[src/hw/dtl_timing_regs.svh]
// Register map, field positions, reset value and timing bases of the timing-low block.
// Assumes inclusion by bare name from the block's design files.
`ifndef DTL_TIMING_REGS_SVH
`define DTL_TIMING_REGS_SVH

// ----------------------------------------
// Register offsets (byte addresses)
// ----------------------------------------
`define DTL_OFF_CHAN_A  9'h088
`define DTL_OFF_CHAN_B  9'h188

// ----------------------------------------
// Reset value and writable bits
// ----------------------------------------
`define DTL_RESET       32'hff000000
`define DTL_WR_MASK     32'hfffff000

// ----------------------------------------
// Field positions
// ----------------------------------------
`define DTL_CLK_OFF_HI  31
`define DTL_CLK_OFF_LO  24
`define DTL_RRD_HI      23
`define DTL_RRD_LO      22
`define DTL_WR_HI       21
`define DTL_WR_LO       20
`define DTL_RC_EXT      20
`define DTL_RC_HI       19
`define DTL_RC_LO       16
`define DTL_RAS_HI      15
`define DTL_RAS_LO      12

// ----------------------------------------
// Mode and timing bases in memory clocks
// ----------------------------------------
`define DTL_FREQ_1066   3'h4
`define DTL_RRD_BASE    6'h02
`define DTL_RRD_ALT     6'h04
`define DTL_WR_BASE     6'h03
`define DTL_RC_BASE     6'h0b
`define DTL_RAS_BASE    6'h03
`define DTL_RAS_ALT     6'h0f
`define DTL_CNT_ONE     6'h01
`define DTL_CNT_ZERO    6'h00

`endif

[src/hw/dtl_pkg.sv]
// Types shared by the timing-low block and its users.
// Assumes nothing of its surroundings.
package dtl_pkg;

   // ----------------------------------------
   // Bus slave states
   // ----------------------------------------
   typedef enum logic [1:0] {
      DTL_IDLE = 2'b01,
      DTL_RESP = 2'b10
   } dtl_bus_state_t;

   // ----------------------------------------
   // Scheduler command kinds
   // ----------------------------------------
   typedef enum logic [1:0] {
      DTL_CMD_ACT     = 2'h0,
      DTL_CMD_PRE     = 2'h1,
      DTL_CMD_REF     = 2'h2,
      DTL_CMD_WR_LAST = 2'h3
   } dtl_cmd_t;

endpackage

[src/hw/dtl_timing_low.sv]
// Two-channel timing-low register with its per-bank command spacing guard.
// Assumes one clock that is the memory clock, and an Avalon-MM master with waitrequest.
`timescale 1ns/1ns
`default_nettype none
`include "dtl_timing_regs.svh"

// Notes on behaviour
// - Reset loads each register with ones in the top byte and zeros below, so all clock pairs start off.
// - A one in a bit of the clock-off mask in bits 31 to 24 stops that clock pair, a zero lets it run.
// - The register at the lower offset drives channel A clocks and the one at the higher offset channel B.
// - Activates to different banks are spaced by at least the interval in bits 23 to 22.
// - In plain second-gen mode that interval field decodes as 2, 3, 4 and 5 clocks.
// - In third-gen mode or at frequency code 100b the interval field decodes as 4 to 7 clocks.
// - A bank is not precharged before write recovery, bits 21 to 20 decoding as 3 to 6 clocks, ends.
// - The write recovery field is used only with third-gen off and frequency code not 100b.
// - Otherwise bit 21 is reserved, bit 20 tops the row cycle field and recovery comes from elsewhere.
// - An activate or refresh to a bank waits at least the row cycle time after its last activate.
// - In plain second-gen mode the four-bit row cycle field decodes linearly from 11 to 26 clocks.
// - In the other modes the five-bit row cycle field in bits 20 to 16 decodes from 11 to 42 clocks.
// - A precharge to a bank waits at least the row active time in bits 15 to 12 after its activate.
module dtl_timing_low #(
   parameter int BANKS  = 8,
   parameter int BANK_W = 3
) (
   input  wire logic                   clock,
   input  wire logic                   sys_rst,
   input  wire logic [8:0]             address,
   input  wire logic                   read,
   input  wire logic                   write,
   input  wire logic [31:0]            writedata,
   input  wire logic [3:0]             byteenable,
   output var  logic [31:0]            readdata,
   output var  logic                   waitrequest,
   input  wire logic                   third_gen_select,
   input  wire logic [2:0]             mem_clock_freq_code,
   input  wire logic [5:0]             wr_recovery_ext,
   input  wire logic                   cmd_valid,
   input  wire logic                   cmd_chan,
   input  wire logic [BANK_W-1:0]      cmd_bank,
   input  wire dtl_pkg::dtl_cmd_t      cmd_kind,
   output var  logic [1:0][BANKS-1:0]  act_ok,
   output var  logic [1:0][BANKS-1:0]  pre_ok,
   output var  logic [1:0][BANKS-1:0]  ref_ok,
   output var  logic [1:0][7:0]        memory_clock_out
);

   // ----------------------------------------
   // Field decoding
   // ----------------------------------------
   function automatic logic alt_mode(input logic g3, input logic [2:0] f);
      alt_mode = g3 || (f == `DTL_FREQ_1066);
   endfunction

   function automatic logic [5:0] rrd_clocks(input logic [31:0] r, input logic alt);
      logic [5:0] fld;
      fld = {4'h0, r[`DTL_RRD_HI:`DTL_RRD_LO]};
      rrd_clocks = alt ? `DTL_RRD_ALT + fld : `DTL_RRD_BASE + fld;
   endfunction

   function automatic logic [5:0] wr_clocks(input logic [31:0] r, input logic alt, input logic [5:0] ext);
      logic [5:0] fld;
      fld = {4'h0, r[`DTL_WR_HI:`DTL_WR_LO]};
      wr_clocks = alt ? ext : `DTL_WR_BASE + fld;
   endfunction

   function automatic logic [5:0] rc_clocks(input logic [31:0] r, input logic alt);
      logic [5:0] fld;
      fld = {1'b0, alt & r[`DTL_RC_EXT], r[`DTL_RC_HI:`DTL_RC_LO]};
      rc_clocks = `DTL_RC_BASE + fld;
   endfunction

   function automatic logic [5:0] ras_clocks(input logic [31:0] r, input logic alt);
      logic [5:0] fld;
      fld = {2'h0, r[`DTL_RAS_HI:`DTL_RAS_LO]};
      ras_clocks = alt ? `DTL_RAS_ALT + fld : `DTL_RAS_BASE + fld;
   endfunction

   function automatic logic [5:0] count_down(input logic [5:0] c);
      count_down = (c != `DTL_CNT_ZERO) ? c - `DTL_CNT_ONE : `DTL_CNT_ZERO;
   endfunction

   // ----------------------------------------
   // Write merge
   // ----------------------------------------
   function automatic logic [31:0] merge_lanes(input logic [31:0] old, input logic [31:0] d, input logic [31:0] m);
      merge_lanes = (old & ~m) | (d & m);
   endfunction

   // ----------------------------------------
   // Registers and bus slave
   // ----------------------------------------
   localparam int LANES  = 4;
   localparam int LANE_W = 8;

   logic [1:0][31:0]        timing;
   dtl_pkg::dtl_bus_state_t bus_state;
   logic                    hit_a;
   logic                    hit_b;
   logic [31:0]             lane_mask;
   logic                    alt;

   // ----------------------------------------
   // Address decode
   // ----------------------------------------
   assign hit_a = (address == `DTL_OFF_CHAN_A);
   assign hit_b = (address == `DTL_OFF_CHAN_B);
   assign alt   = alt_mode(third_gen_select, mem_clock_freq_code);

   // ----------------------------------------
   // Byte lanes
   // ----------------------------------------
   always_comb begin
      lane_mask = 32'h00000000;
      for (int i = 0; i < LANES; i++) begin
         lane_mask[i*LANE_W +: LANE_W] = {LANE_W{byteenable[i]}};
      end
      lane_mask = lane_mask & `DTL_WR_MASK;
   end

   // ----------------------------------------
   // Bus handshake
   // ----------------------------------------
   always_ff @(posedge clock or posedge sys_rst) begin
      if (sys_rst) begin
         bus_state <= dtl_pkg::DTL_IDLE;
      end else begin
         unique case (bus_state)
            dtl_pkg::DTL_IDLE: begin
               if (read || write) begin
                  bus_state <= dtl_pkg::DTL_RESP;
               end
            end
            dtl_pkg::DTL_RESP: begin
               bus_state <= dtl_pkg::DTL_IDLE;
            end
            default: begin
               bus_state <= dtl_pkg::DTL_IDLE;
            end
         endcase
      end
   end

   always_ff @(posedge clock or posedge sys_rst) begin
      if (sys_rst) begin
         waitrequest <= 1'b1;
      end else begin
         waitrequest <= !(bus_state == dtl_pkg::DTL_IDLE && (read || write));
      end
   end

   // ----------------------------------------
   // Read data
   // ----------------------------------------
   always_ff @(posedge clock or posedge sys_rst) begin
      if (sys_rst) begin
         readdata <= 32'h00000000;
      end else if (bus_state == dtl_pkg::DTL_IDLE && read) begin
         if (hit_a) begin
            readdata <= timing[0];
         end else if (hit_b) begin
            readdata <= timing[1];
         end else begin
            readdata <= 32'h00000000;
         end
      end
   end

   // ----------------------------------------
   // Register storage
   // ----------------------------------------
   for (genvar ch = 0; ch < 2; ch++) begin : g_reg
      logic addr_hit;

      assign addr_hit = (ch == 0) ? hit_a : hit_b;

      always_ff @(posedge clock or posedge sys_rst) begin
         if (sys_rst) begin
            timing[ch] <= `DTL_RESET;
         end else if (bus_state == dtl_pkg::DTL_RESP && write && addr_hit) begin
            timing[ch] <= merge_lanes(timing[ch], writedata, lane_mask);
         end
      end
   end

   // ----------------------------------------
   // Per-channel clock gating and spacing
   // ----------------------------------------
   for (genvar c = 0; c < 2; c++) begin : g_chan
      logic              issue;
      logic              act_any;
      logic [5:0]        rrd_cnt;
      logic [5:0]        next_rrd_cnt;
      logic [BANK_W-1:0] last_bank;
      logic [BANK_W-1:0] cur_bank;

      assign issue    = cmd_valid && (cmd_chan == 1'(c));
      assign act_any  = issue && (cmd_kind == dtl_pkg::DTL_CMD_ACT) && act_ok[c][cmd_bank];
      assign cur_bank = act_any ? cmd_bank : last_bank;

      // ----------------------------------------
      // Clock gating
      // ----------------------------------------

      always_ff @(posedge clock or posedge sys_rst) begin
         if (sys_rst) begin
            memory_clock_out[c] <= 8'h00;
         end else begin
            memory_clock_out[c] <= ~timing[c][`DTL_CLK_OFF_HI:`DTL_CLK_OFF_LO];
         end
      end

      // ----------------------------------------
      // Cross-bank spacing
      // ----------------------------------------
      always_comb begin
         next_rrd_cnt = count_down(rrd_cnt);
         if (act_any) begin
            next_rrd_cnt = rrd_clocks(timing[c], alt) - `DTL_CNT_ONE;
         end
      end

      always_ff @(posedge clock or posedge sys_rst) begin
         if (sys_rst) begin
            rrd_cnt <= `DTL_CNT_ZERO;
         end else begin
            rrd_cnt <= next_rrd_cnt;
         end
      end

      always_ff @(posedge clock or posedge sys_rst) begin
         if (sys_rst) begin
            last_bank <= '0;
         end else if (act_any) begin
            last_bank <= cmd_bank;
         end
      end

      // ----------------------------------------
      // Per-bank limits
      // ----------------------------------------
      for (genvar b = 0; b < BANKS; b++) begin : g_bank
         logic       hit;
         logic [5:0] rc_cnt;
         logic [5:0] ras_cnt;
         logic [5:0] wr_cnt;
         logic [5:0] next_rc_cnt;
         logic [5:0] next_ras_cnt;
         logic [5:0] next_wr_cnt;
         logic       next_act_ok;

         assign hit = issue && (cmd_bank == BANK_W'(b));

         // ----------------------------------------
         // Next counts
         // ----------------------------------------
         always_comb begin
            next_rc_cnt = count_down(rc_cnt);
            if (hit && cmd_kind == dtl_pkg::DTL_CMD_ACT && act_ok[c][b]) begin
               next_rc_cnt = rc_clocks(timing[c], alt) - `DTL_CNT_ONE;
            end
            if (hit && cmd_kind == dtl_pkg::DTL_CMD_REF && ref_ok[c][b]) begin
               next_rc_cnt = rc_clocks(timing[c], alt) - `DTL_CNT_ONE;
            end
         end

         always_comb begin
            next_ras_cnt = count_down(ras_cnt);
            if (hit && cmd_kind == dtl_pkg::DTL_CMD_ACT && act_ok[c][b]) begin
               next_ras_cnt = ras_clocks(timing[c], alt) - `DTL_CNT_ONE;
            end
         end

         always_comb begin
            next_wr_cnt = count_down(wr_cnt);
            if (hit && cmd_kind == dtl_pkg::DTL_CMD_WR_LAST) begin
               next_wr_cnt = wr_clocks(timing[c], alt, wr_recovery_ext) - `DTL_CNT_ONE;
            end
         end

         always_comb begin
            next_act_ok = (next_rc_cnt == `DTL_CNT_ZERO)
                          && (next_rrd_cnt == `DTL_CNT_ZERO || cur_bank == BANK_W'(b));
         end

         // ----------------------------------------
         // Limit state
         // ----------------------------------------
         always_ff @(posedge clock or posedge sys_rst) begin
            if (sys_rst) begin
               rc_cnt <= `DTL_CNT_ZERO;
            end else begin
               rc_cnt <= next_rc_cnt;
            end
         end

         always_ff @(posedge clock or posedge sys_rst) begin
            if (sys_rst) begin
               ras_cnt <= `DTL_CNT_ZERO;
            end else begin
               ras_cnt <= next_ras_cnt;
            end
         end

         always_ff @(posedge clock or posedge sys_rst) begin
            if (sys_rst) begin
               wr_cnt <= `DTL_CNT_ZERO;
            end else begin
               wr_cnt <= next_wr_cnt;
            end
         end

         // ----------------------------------------
         // Command flags
         // ----------------------------------------
         always_ff @(posedge clock or posedge sys_rst) begin
            if (sys_rst) begin
               act_ok[c][b] <= 1'b1;
            end else begin
               act_ok[c][b] <= next_act_ok;
            end
         end

         always_ff @(posedge clock or posedge sys_rst) begin
            if (sys_rst) begin
               pre_ok[c][b] <= 1'b1;
            end else begin
               pre_ok[c][b] <= (next_ras_cnt == `DTL_CNT_ZERO) && (next_wr_cnt == `DTL_CNT_ZERO);
            end
         end

         always_ff @(posedge clock or posedge sys_rst) begin
            if (sys_rst) begin
               ref_ok[c][b] <= 1'b1;
            end else begin
               ref_ok[c][b] <= (next_rc_cnt == `DTL_CNT_ZERO);
            end
         end
      end
   end

endmodule // dtl_timing_low
`default_nettype wire

[config.mk]
export PLATFORM = sky130hd
export DESIGN_NAME = dtl_timing_low
export DESIGN_NICKNAME = d
export VERILOG_FILES = /design/src/hw/dtl_pkg.sv /design/src/hw/dtl_timing_low.sv
export VERILOG_INCLUDE_DIRS = /design/src /design/src/hw
export SDC_FILE = /design/constraint.sdc
export NUM_CORES = 1
export LEC_CHECK = 0
export BUFFER_PORTS_ARGS = -buffer_cell sky130_fd_sc_hd__buf_2
export CORE_MARGIN = 3
export CORE_UTILIZATION = 50
export DETAILED_ROUTE_END_ITERATION = 10
export PLACE_DENSITY = 0.71
export SYNTH_ARGS = -nofsm -noshare
export SYNTH_HDL_FRONTEND = slang
export SYNTH_SLANG_ARGS = --single-unit
[constraint.sdc]
create_clock -name clock -period 19 [get_ports clock]
set_input_delay 1.9 -clock clock [delete_from_list [all_inputs] [get_ports clock]]
set_output_delay 1.9 -clock clock [all_outputs]
set_load 0.05 [all_outputs]
==> flow_metrics.env, run 1 <==
export IMPL_synth_top_family_by_area="simple AND/OR/NAND/NOR gates"
export IMPL_cp_required_ps=19430
export IMPL_route_detailed_drc=0
export IMPL_synth_compound_area_share_pct=14.7
export IMPL_powerDensity_nw_per_um2=157
export IMPL_maxCapViolations=0
export IMPL_synth_async_reset_ratio_pct=100
export IMPL_clock_root_buffer="clkbuf_16"
export IMPL_final_cell_mix="dfrtp_1, nand2_1, nor2_1"
export IMPL_r2r_cells=8
export IMPL_regArea_um2=10900
export IMPL_portBuffers=137
export IMPL_synthCells=2653
export IMPL_antenna_found_initial=2
export IMPL_postSynthAreaPerCell_um2=9.47
export IMPL_cp_start_kind="input pin"
export IMPL_start_util_pct=51.0
export IMPL_fin_skew_ps=27.9
export IMPL_synth_cell_area_um2=25100
export IMPL_slowest_stage="xor2_1"
export IMPL_grt_pass1_vias=20619
export IMPL_rsz0062_at_grt="no"
export IMPL_cts_tree="yes"
export IMPL_seq_area_frac_synth_pct=43.5
export IMPL_viasPerCell=5.96
export IMPL_peakVddDrop_mv=0.0872
export IMPL_core_um2=49300
export IMPL_track_usage_pct=25.4
export IMPL_ctsHtreeMaxLevel=2
export IMPL_dr_pass1_iters=5
export IMPL_critical_path_top_delay_family="simple AND/OR/NAND/NOR gates"
export IMPL_setup_violations_final=0
export IMPL_leakage_nw=12.4
export IMPL_worst_path_most_repeated_cell="xor2_1"
export IMPL_numCtsBuffers=50
export IMPL_drt_wl_total_um=68200
export IMPL_slew_violations=0
export IMPL_layout_area_overhead_vs_synth_pct=12.5
export IMPL_hold_buffers=0
export IMPL_nets=2975
export IMPL_cts_setup_buffers=0
export IMPL_use_met1_pct=33.1
export IMPL_synth_edff_count=0
export IMPL_crit_path_cell_trace="buf_2 > or3b_1 > nand2b_1 > buf_4 > ha_1 > xor2_1 > and3_1 > xor2_1 > a21oi_1 > a211o_1 > nor4_1"
export IMPL_finalSetupTns_ps=0
export IMPL_ant_nets=0
export IMPL_post_cts_resized=0
export IMPL_startpoint="mem_clock_freq_code[1]"
export IMPL_globalRouteMet3Util_pct=5.93
export IMPL_initialDrtViolationCount=1530
export IMPL_finalHoldViolations=0
export IMPL_clk_pin_slew_ps=60
export IMPL_hold_path_class="flip-flop to flip-flop"
export IMPL_grt_ovfl_total=0
export IMPL_die_x_um=230
export IMPL_dp_hpwl_um=48400
export IMPL_period_minus_slack_ps=5190
export IMPL_worstSkewPairLatency_ps=610
export IMPL_synth_xor_area_share_pct=4.59
export IMPL_post_drt_wl_per_cell_um=19.5
export IMPL_synthMuxAreaShare_pct=7.33
export IMPL_fin_crit_sh_pct=27.3
export IMPL_drive_gt1_share_pct=15.2
export IMPL_gr_usage_met2_pct=41.7
export IMPL_relSlewSlack_pct=13.6
export IMPL_slowest_delay_ps=780
export IMPL_vias=20823
export IMPL_placed_area_um2=26500
export IMPL_rows=81
export IMPL_status="finished, final reports clean"
export IMPL_grt_max_degree=174
export IMPL_whs_path_depth=1
export IMPL_synthAdderAreaFrac_pct=6.14
export IMPL_critPathBufInv=2
export IMPL_cts_buffer_depth=3
export IMPL_final_fill_count=4248
export IMPL_antenna_cells=0
export IMPL_synth_seq_cells=433
export IMPL_final_cell_area_um2=28300
export IMPL_synth_simple_gate_area_share_pct=19.4
export IMPL_critical_path_class="input pin to flip-flop"
export IMPL_worst_setup_path_end_kind="flip-flop"
export IMPL_die_h_um=230
export IMPL_ys_flop_type="dfrtp_1"
export IMPL_crit_arrival_ps=5610
export IMPL_layout_commonest_cell="dfrtp_1"
export IMPL_cp_max_fo=18
export IMPL_grt_pass1_wl_um=109000
export IMPL_netlist_cell_type_count=89
export IMPL_clock_fmax_mhz=193
export IMPL_grt_busiest_layer="met2"
export IMPL_io_pins=163
export IMPL_gp_congestion=0.905
export IMPL_tightest_slew_ps=1290
export IMPL_crit_cells=11
export IMPL_clock_sinks=433
export IMPL_ys_warn_count=0
export IMPL_multiInputGateArea_um2=13200
export IMPL_die_area_um2=53000
## area by class of cell
cell class	instances	area share [%]
clock inverters	25	0.943
well taps	664	2.94
clock buffers	69	5.33
flip-flops and latches	433	38.6
multi-input cells	1957	46.5
repair buffers	163	3.16
inverters	182	2.44
## kinds of logic (layout without fill, tap and decap cells)
| kind of cell | after synthesis | after routing |
|---|---|---|
| adders and majority gates | 122 | 122 |
| xor gates and xnor gates | 130 | 130 |
| muxes | 174 | 174 |
| AOI/OAI and AO/OA | 574 | 574 |
| other | 1 | 12 |
| buffers and inverters | 274 | 439 |
| and+or+nand+nor | 945 | 945 |
| DFF | 433 | 433 |
## report_power, final
part	switching (W)	internal, W
sequential	0.000324	0.00129
combinational	0.00101	0.000784
clock	0.000406	0.000613
total	0.00174	0.00268
## flip-flops by register name (all words and copies together) (netlist names), named ones only
signal	cells
g_chan.g_bank.wr_cnt	96
g_chan.last_bank	6
bus_state	2
waitrequest	1
act_ok	16
memory_clock_out	16
ref_ok	16
g_chan.g_bank.rc_cnt	96
pre_ok	16
g_chan.rrd_cnt	12
g_chan.g_bank.ras_cnt	96
readdata	20
## cell usage after synthesis, types with 7 or more instances
cell type / instances / area [um^2]
a211oi_1: 9 / 67.6
a21boi_0: 39 / 293
a21o_1: 9 / 67.6
a21oi_1: 99 / 495
a31oi_1: 22 / 138
and2_1: 14 / 87.6
and3_1: 7 / 43.8
and4b_1: 8 / 80.1
buf_2: 16 / 80.1
buf_4: 12 / 90.1
clkbuf_1: 59 / 221
dfrtp_1: 367 / 9180
dfstp_2: 66 / 1730
ha_1: 120 / 1500
inv_1: 179 / 672
mux2_2: 70 / 788
mux2i_1: 103 / 1030
nand2_1: 227 / 852
nand2b_1: 57 / 357
nand3_1: 62 / 310
nand3b_1: 12 / 90.1
nand4_1: 19 / 119
nand4bb_1: 7 / 78.8
nor2_1: 212 / 796
nor2b_1: 33 / 206
nor3_1: 132 / 661
nor3b_1: 18 / 135
nor4_1: 23 / 144
nor4b_1: 9 / 78.8
o211ai_1: 11 / 82.6
o21a_1: 8 / 60.1
o21ai_0: 127 / 636
o22ai_1: 126 / 788
o31ai_1: 43 / 323
o32ai_1: 8 / 70.1
or2_2: 11 / 68.8
or3_1: 39 / 244
or4_1: 9 / 67.6
or4b_2: 8 / 80.1
xnor2_1: 85 / 744
xor2_1: 44 / 385
## metrics by stage
stage	utilization (%)	hold slack, ps	setup WS, ps	power, W	cells
global placement	53.8	430	13290	0.00328	3399
floorplan	-	419	5150	0.00296	2664
detailed placement	53.8	431	13280	0.00337	3399
global route	57.4	459	13730	0.00476	3493
CTS	57.4	444	13920	0.00442	3493
finish	57.4	443	13810	0.00442	3493
## final timing paths
check	endpoint	slack, ps
setup / recovery	pre_ok[11]	13810
hold / removal	memory_clock_out[13]	440
setup reg to reg	pre_ok[0]	14890
hold reg to reg	memory_clock_out[13]	440
max in group asynchronous	g_chan[0].g_bank[4].ras_cnt[5]	15230
min in group asynchronous	memory_clock_out[1]	1460
## layer usage
layer / routed length (um) / vias up
li1: - / 9762
met3: 5260 / 142
met2: 31800 / 735
met1: 29000 / 10180
met5: 22 / -
met4: 2130 / 4
Note: power is estimated with default switching activity, not from simulation.
==> inputs of run 2 (changes only) <==
- PLACE_DENSITY: 0.71 -> 0.73
- clock period: 19 -> 4.7 ns (I/O delays scaled with it)
==> run 2 against run 1 <==
Against the previous run: hold slack got worse by 380 ps; global-route usage grew 0.49 points; final area shrank 0.37%; sequential power grew to 4.0 times the previous value; clock power grew to 3.7 times the previous value; die area unchanged; first-iteration DRC count rose by 14%; register-to-register slack worse by 14000 ps; critical path depth is 1 lower; sequential share of layout area rose by 0.14 points; routed wire length rose by 1.2%; largest power group unchanged.
==> flow_metrics.env, run 2 (same netlist as run 1, synthesis figures left out) <==
export IMPL_cp_start_kind="input pin"
export IMPL_slowest_delay_ps=590
export IMPL_grt_ovfl_total=0
export IMPL_portBuffers=137
export IMPL_tightest_slew_ps=1170
export IMPL_cp_max_fo=13
export IMPL_layout_area_overhead_vs_synth_pct=12.1
export IMPL_endpoint="pre_ok[11]"
export IMPL_viasPerCell=6.00
export IMPL_powerDensity_nw_per_um2=626
export IMPL_crit_reg2reg_capture="pre_ok[13]"
export IMPL_peakVddDrop_mv=0.364
export IMPL_numCtsBuffers=47
export IMPL_ant_nets=0
export IMPL_hold_path_class="input pin to flip-flop"
export IMPL_final_fill_count=4310
export IMPL_die_x_um=230
export IMPL_antenna_found_initial=1
export IMPL_rows=81
export IMPL_drive_gt1_share_pct=14.9
export IMPL_dp_hpwl_um=49700
export IMPL_leakage_nw=12.4
export IMPL_startpoint="mem_clock_freq_code[1]"
export IMPL_route_detailed_drc=0
export IMPL_ctsHtreeMaxLevel=2
export IMPL_status="finished, final reports clean"
export IMPL_post_drt_wl_per_cell_um=19.7
export IMPL_die_area_um2=53000
export IMPL_worst_setup_path_end_kind="flip-flop"
export IMPL_cp_required_ps=5180
export IMPL_rsz0062_at_grt="no"
export IMPL_gp_congestion=0.935
export IMPL_grt_pass1_wl_um=111000
export IMPL_cts_setup_buffers=0
export IMPL_fin_crit_sh_pct=71.6
export IMPL_io_pins=163
export IMPL_clock_fmax_mhz=297
export IMPL_critical_path_top_delay_family="simple AND/OR/NAND/NOR gates"
export IMPL_slowest_stage="nand2b_1"
export IMPL_grt_pass1_vias=21088
export IMPL_maxCapViolations=0
export IMPL_clock_root_buffer="clkbuf_16"
export IMPL_relSlewSlack_pct=22.2
export IMPL_worstSkewPairLatency_ps=590
export IMPL_drt_wl_total_um=69000
export IMPL_fin_skew_ps=19.0
export IMPL_critical_path_class="input pin to flip-flop"
export IMPL_regArea_um2=10900
export IMPL_cts_tree="yes"
export IMPL_crit_arrival_ps=3850
export IMPL_nets=2985
export IMPL_crit_path_cell_trace="buf_2 > or3b_1 > nand2b_1 > ha_1 > xor2_1 > and3_1 > nand3b_1 > mux2i_1 > or4b_1 > nor4_1"
export IMPL_initialDrtViolationCount=1738
export IMPL_placed_area_um2=26600
export IMPL_multiInputGateArea_um2=13200
export IMPL_die_h_um=230
export IMPL_cts_buffer_depth=3
export IMPL_dr_pass1_iters=6
export IMPL_core_um2=49300
export IMPL_layout_cells_non_filler=3501
export IMPL_top_regs="g_chan.g_bank.ras_cnt (96), g_chan.g_bank.rc_cnt (96), g_chan.g_bank.wr_cnt (96)"
export IMPL_clk_pin_slew_ps=60
export IMPL_crit_cells=10
export IMPL_r2r_cells=9
export IMPL_vias=20997
export IMPL_start_util_pct=51.0
export IMPL_final_cell_area_um2=28200
export IMPL_period_minus_slack_ps=3370
export IMPL_dp_cells=3411
export IMPL_r2r_slack_ps=1340
export IMPL_track_usage_pct=25.9
export IMPL_clock_sinks=433
export IMPL_setup_violations_final=0
export IMPL_layout_commonest_cell="dfrtp_1"
export IMPL_finalHoldViolations=0
export IMPL_slew_violations=0
export IMPL_grt_max_degree=170
export IMPL_critPathBufInv=1
export IMPL_final_cell_mix="dfrtp_1, nand2_1, nor2_1"
[run 2: cell count changes in the layout (fill, tap and decap cells not counted), sizes merged, moves of 2 or more]
cell,previous run,this run
buf,163,175
clkinv,17,10
inv,185,181
clkbuf,69,71
diode,0,2
[run 2: area by class of cell]
type                    count  area share (%)
well taps                 664            2.95
multi-input cells        1957            46.7
clock buffers              71            4.75
inverters                 182            2.44
diodes                      2          0.0178
clock inverters            16           0.778
repair buffers            176            3.57
flip-flops and latches    433            38.8
[run 2: worst min path at each step]
stage	start	to	slack (ps)	cells past startpoint
after CTS	read	bus_state[0]	30	2
after global routing	read	bus_state[0]	60	2
after detailed placement	sys_rst	readdata[14]	430	2
after global placement	sys_rst	readdata[20]	430	2
final	read	bus_state[0]	60	2
after floorplan	flip-flop	memory_clock_out[0]	420	1
[run 2: per-stage QoR]
stage	power (W)	utilization, %	hold WS, ps	TNS (ps)	setup WS (ps)
floorplan	0.0120	-	419	-573790	-1560
global placement	0.0133	54.0	426	0	880
detailed placement	0.0137	54.0	429	0	832
CTS	0.0176	57.2	27.6	0	1370
global route	0.0189	57.2	57.9	0	1140
finish	0.0176	57.2	63.6	0	1330
[run 2: worst register-to-register path: cells and delay by family (launching register included)]
kind                       cells  cell delay [ps]
adders and majority gates      1              240
AOI/OAI and AO/OA              3             1140
DFF                            1              490
and+or+nand+nor                3             1060
buffers and inverters          2              320
[run 2: report_power, final]
part           switching, W  total [W]  internal, W
combinational       0.00414    0.00732      0.00318
clock               0.00153    0.00377      0.00224
sequential          0.00133    0.00652      0.00520
total               0.00700     0.0176       0.0106
[run 2: metal layers]
| layer | routed length, um | up-vias | part of all wire [%] | GRT usage, % |
|---|---|---|---|---|
| met4 | 2490 | 0 | 3.6 | 9.14 |
| met1 | 28800 | 10288 | 42 | 33.9 |
| met2 | 32700 | 742 | 47 | 43.3 |
| met3 | 5000 | 169 | 7.2 | 4.60 |
| li1 | - | 9798 | - | - |
| met5 | 0 | - | 0 | 0 |
[run 2: repair_timing]
item,in CTS,in global routing
hold buffers,1,0
gates resized for setup,0,0
hold endpoints to repair,5,0
==> inputs of run 3 (changes only) <==
- PLACE_DENSITY: 0.73 -> 0.71
- clock period: 4.7 -> 3.1 ns (I/O delays scaled with it)
==> run 3 against run 2 <==
Against the previous run: hold slack better by 200 ps; critical path depth is 1 higher; global-route usage up 0.90 points; flip-flop and latch count did not move; routed wire length rose by 3.3%; cell count up 4.2%; final area rose by 4.7%; utilization grew 2.7 points; sequential share of layout area is 1.7 points lower; total power up 55%; via count rose by 2.4%.
==> flow_metrics.env, run 3 (same netlist as run 1, synthesis figures left out) <==
export IMPL_dp_hpwl_um=53300
export IMPL_tightest_slew_ps=1010
export IMPL_nets=3131
export IMPL_grt_pass1_wl_um=115000
export IMPL_setup_violations_final=0
export IMPL_gp_congestion=0.930
export IMPL_grt_pass1_vias=21526
export IMPL_die_area_um2=53000
export IMPL_clock_fmax_mhz=351
export IMPL_cts_tree="yes"
export IMPL_worst_setup_path_end_kind="flip-flop"
export IMPL_holdWs_ps=266
export IMPL_initialDrtViolationCount=1911
export IMPL_r2r_slack_ps=250
export IMPL_cp_max_fo=9
export IMPL_ant_nets=0
export IMPL_antenna_found_initial=1
export IMPL_placed_area_um2=27600
export IMPL_ctsHtreeMaxLevel=2
export IMPL_gr_usage_met2_pct=44.0
export IMPL_die_h_um=230
export IMPL_layout_area_overhead_vs_synth_pct=17.4
export IMPL_maxCapViolations=0
export IMPL_start_util_pct=51.0
export IMPL_slew_violations=0
export IMPL_viasPerCell=5.89
export IMPL_grt_ovfl_total=0
export IMPL_hold_start="address[2]"
export IMPL_slowest_delay_ps=530
export IMPL_die_x_um=230
export IMPL_peakVddDrop_mv=0.702
export IMPL_vias=21498
export IMPL_cp_start_kind="flip-flop"
export IMPL_critical_path_class="flip-flop to flip-flop"
export IMPL_rsz0062_at_grt="no"
export IMPL_top_regs="g_chan.g_bank.ras_cnt (96), g_chan.g_bank.rc_cnt (96), g_chan.g_bank.wr_cnt (96)"
export IMPL_hold_path_class="input pin to flip-flop"
export IMPL_crit_path_cell_trace="inv_1 > ha_1 > nor2_1 > a21oi_1 > ha_1 > nor3b_1 > xnor2_1 > mux2_2 > a31oi_1 > nor4_1 > and4b_1"
export IMPL_leakage_nw=13.1
export IMPL_drt_wl_total_um=71300
export IMPL_route_detailed_drc=0
export IMPL_io_pins=163
export IMPL_slowest_stage="dfrtp_1"
export IMPL_final_cell_area_um2=29500
export IMPL_portBuffers=137
export IMPL_status="finished, final reports clean"
export IMPL_cts_buffer_depth=3
export IMPL_powerDensity_nw_per_um2=926
export IMPL_min_to="readdata[25]"
export IMPL_period_minus_slack_ps=2850
export IMPL_clk_pin_slew_ps=60
export IMPL_grt_max_degree=119
export IMPL_clock_sinks=433
export IMPL_cp_required_ps=3610
export IMPL_numCtsBuffers=48
export IMPL_worst_path_most_repeated_cell="ha_1"
export IMPL_fin_crit_sh_pct=92.0
export IMPL_worstSkewPairLatency_ps=590
export IMPL_post_drt_wl_per_cell_um=19.5
export IMPL_whs_path_depth=4
export IMPL_clock_root_buffer="clkbuf_16"
export IMPL_track_usage_pct=26.8
export IMPL_fin_skew_ps=15.6
export IMPL_core_um2=49300
export IMPL_relSlewSlack_pct=31.6
export IMPL_layout_commonest_cell="dfrtp_1"
export IMPL_drive_gt1_share_pct=18.5
export IMPL_dr_pass1_iters=5
export IMPL_finalSetupTns_ps=0
export IMPL_crit_reg2reg_capture="pre_ok[6]"
export IMPL_crit_arrival_ps=3360
export IMPL_antenna_cells=0
export IMPL_globalRouteMet3Util_pct=5.65
export IMPL_grt_busiest_layer="met2"
export IMPL_finalHoldViolations=0
export IMPL_rows=81
export IMPL_r2r_cells=11
export IMPL_use_met1_pct=35.7
export IMPL_final_cell_mix="dfrtp_1, nand2_1, nor2_1"
==> run 3: cell count changes in the layout (fill, tap and decap cells not counted), sizes merged <==
| cell | previous run | this run |
|---|---|---|
| buf | 175 | 297 |
| clkbuf | 71 | 77 |
| clkinv | 10 | 7 |
| clkinvlp | 2 | 3 |
| diode | 2 | 0 |
| dlygate4sd3 | 1 | 24 |
| inv | 181 | 180 |
==> run 3: worst max path at each step <==
stage | slack, ps | endpoint | startpoint
finish | 250 | pre_ok[6] | flip-flop
global route | 80 | pre_ok[1] | mem_clock_freq_code[1]
CTS | 280 | pre_ok[12] | flip-flop
detailed placement | -240 | pre_ok[1] | mem_clock_freq_code[1]
global placement | -150 | pre_ok[7] | mem_clock_freq_code[1]
floorplan | -3000 | async pin | sys_rst
==> run 3: power breakdown <==
| group | internal [W] | switching (W) |
|---|---|---|
| Sequential | 0.00788 | 0.00199 |
| Combinational | 0.00499 | 0.00644 |
| Clock | 0.00366 | 0.00235 |
| Total | 0.0165 | 0.0108 |
==> run 3: cell type report <==
class | count | area, um^2
fillers | 4167 | 19800
multi-input cells | 1957 | 13200
inverters | 182 | 687
well taps | 664 | 831
clock buffers | 77 | 1470
flip-flops and latches | 433 | 10900
repair buffers | 321 | 2200
clock inverters | 13 | 203
==> run 3: metrics by stage <==
step | setup WS [ps] | power (W) | instances | utilization [%]
5_1_grt | 78.2 | 0.0293 | 3647 | 59.9
3_3_place_gp | -152 | 0.0204 | 3533 | 56.0
3_5_place_dp | -235 | 0.0210 | 3533 | 56.0
4_1_cts | 280 | 0.0272 | 3647 | 59.9
2_1_floorplan | -3000 | 0.0181 | 2664 | -
6_report | 247 | 0.0273 | 3647 | 59.9
==> run 3: repair_timing <==
item	CTS	global route
gates resized for setup	0	0
hold buffers	24	0
setup buffers	0	0
hold endpoints to repair	52	0
==> run 3: critical path, delay by kind of cell (launching register included) <==
kind	cells	cell delay, ps
fa+ha+maj	2	490
compound gates	2	260
mux	1	340
simple gates	4	930
xor+xnor	1	140
buf+inv	1	80
flops	1	530
==> run 3: metal layers <==
| layer | vias up | routed length (um) |
|---|---|---|
| met5 | - | 8 |
| met4 | 2 | 2100 |
| met2 | 784 | 33400 |
| met3 | 135 | 5510 |
| li1 | 10066 | - |
| met1 | 10511 | 30300 |
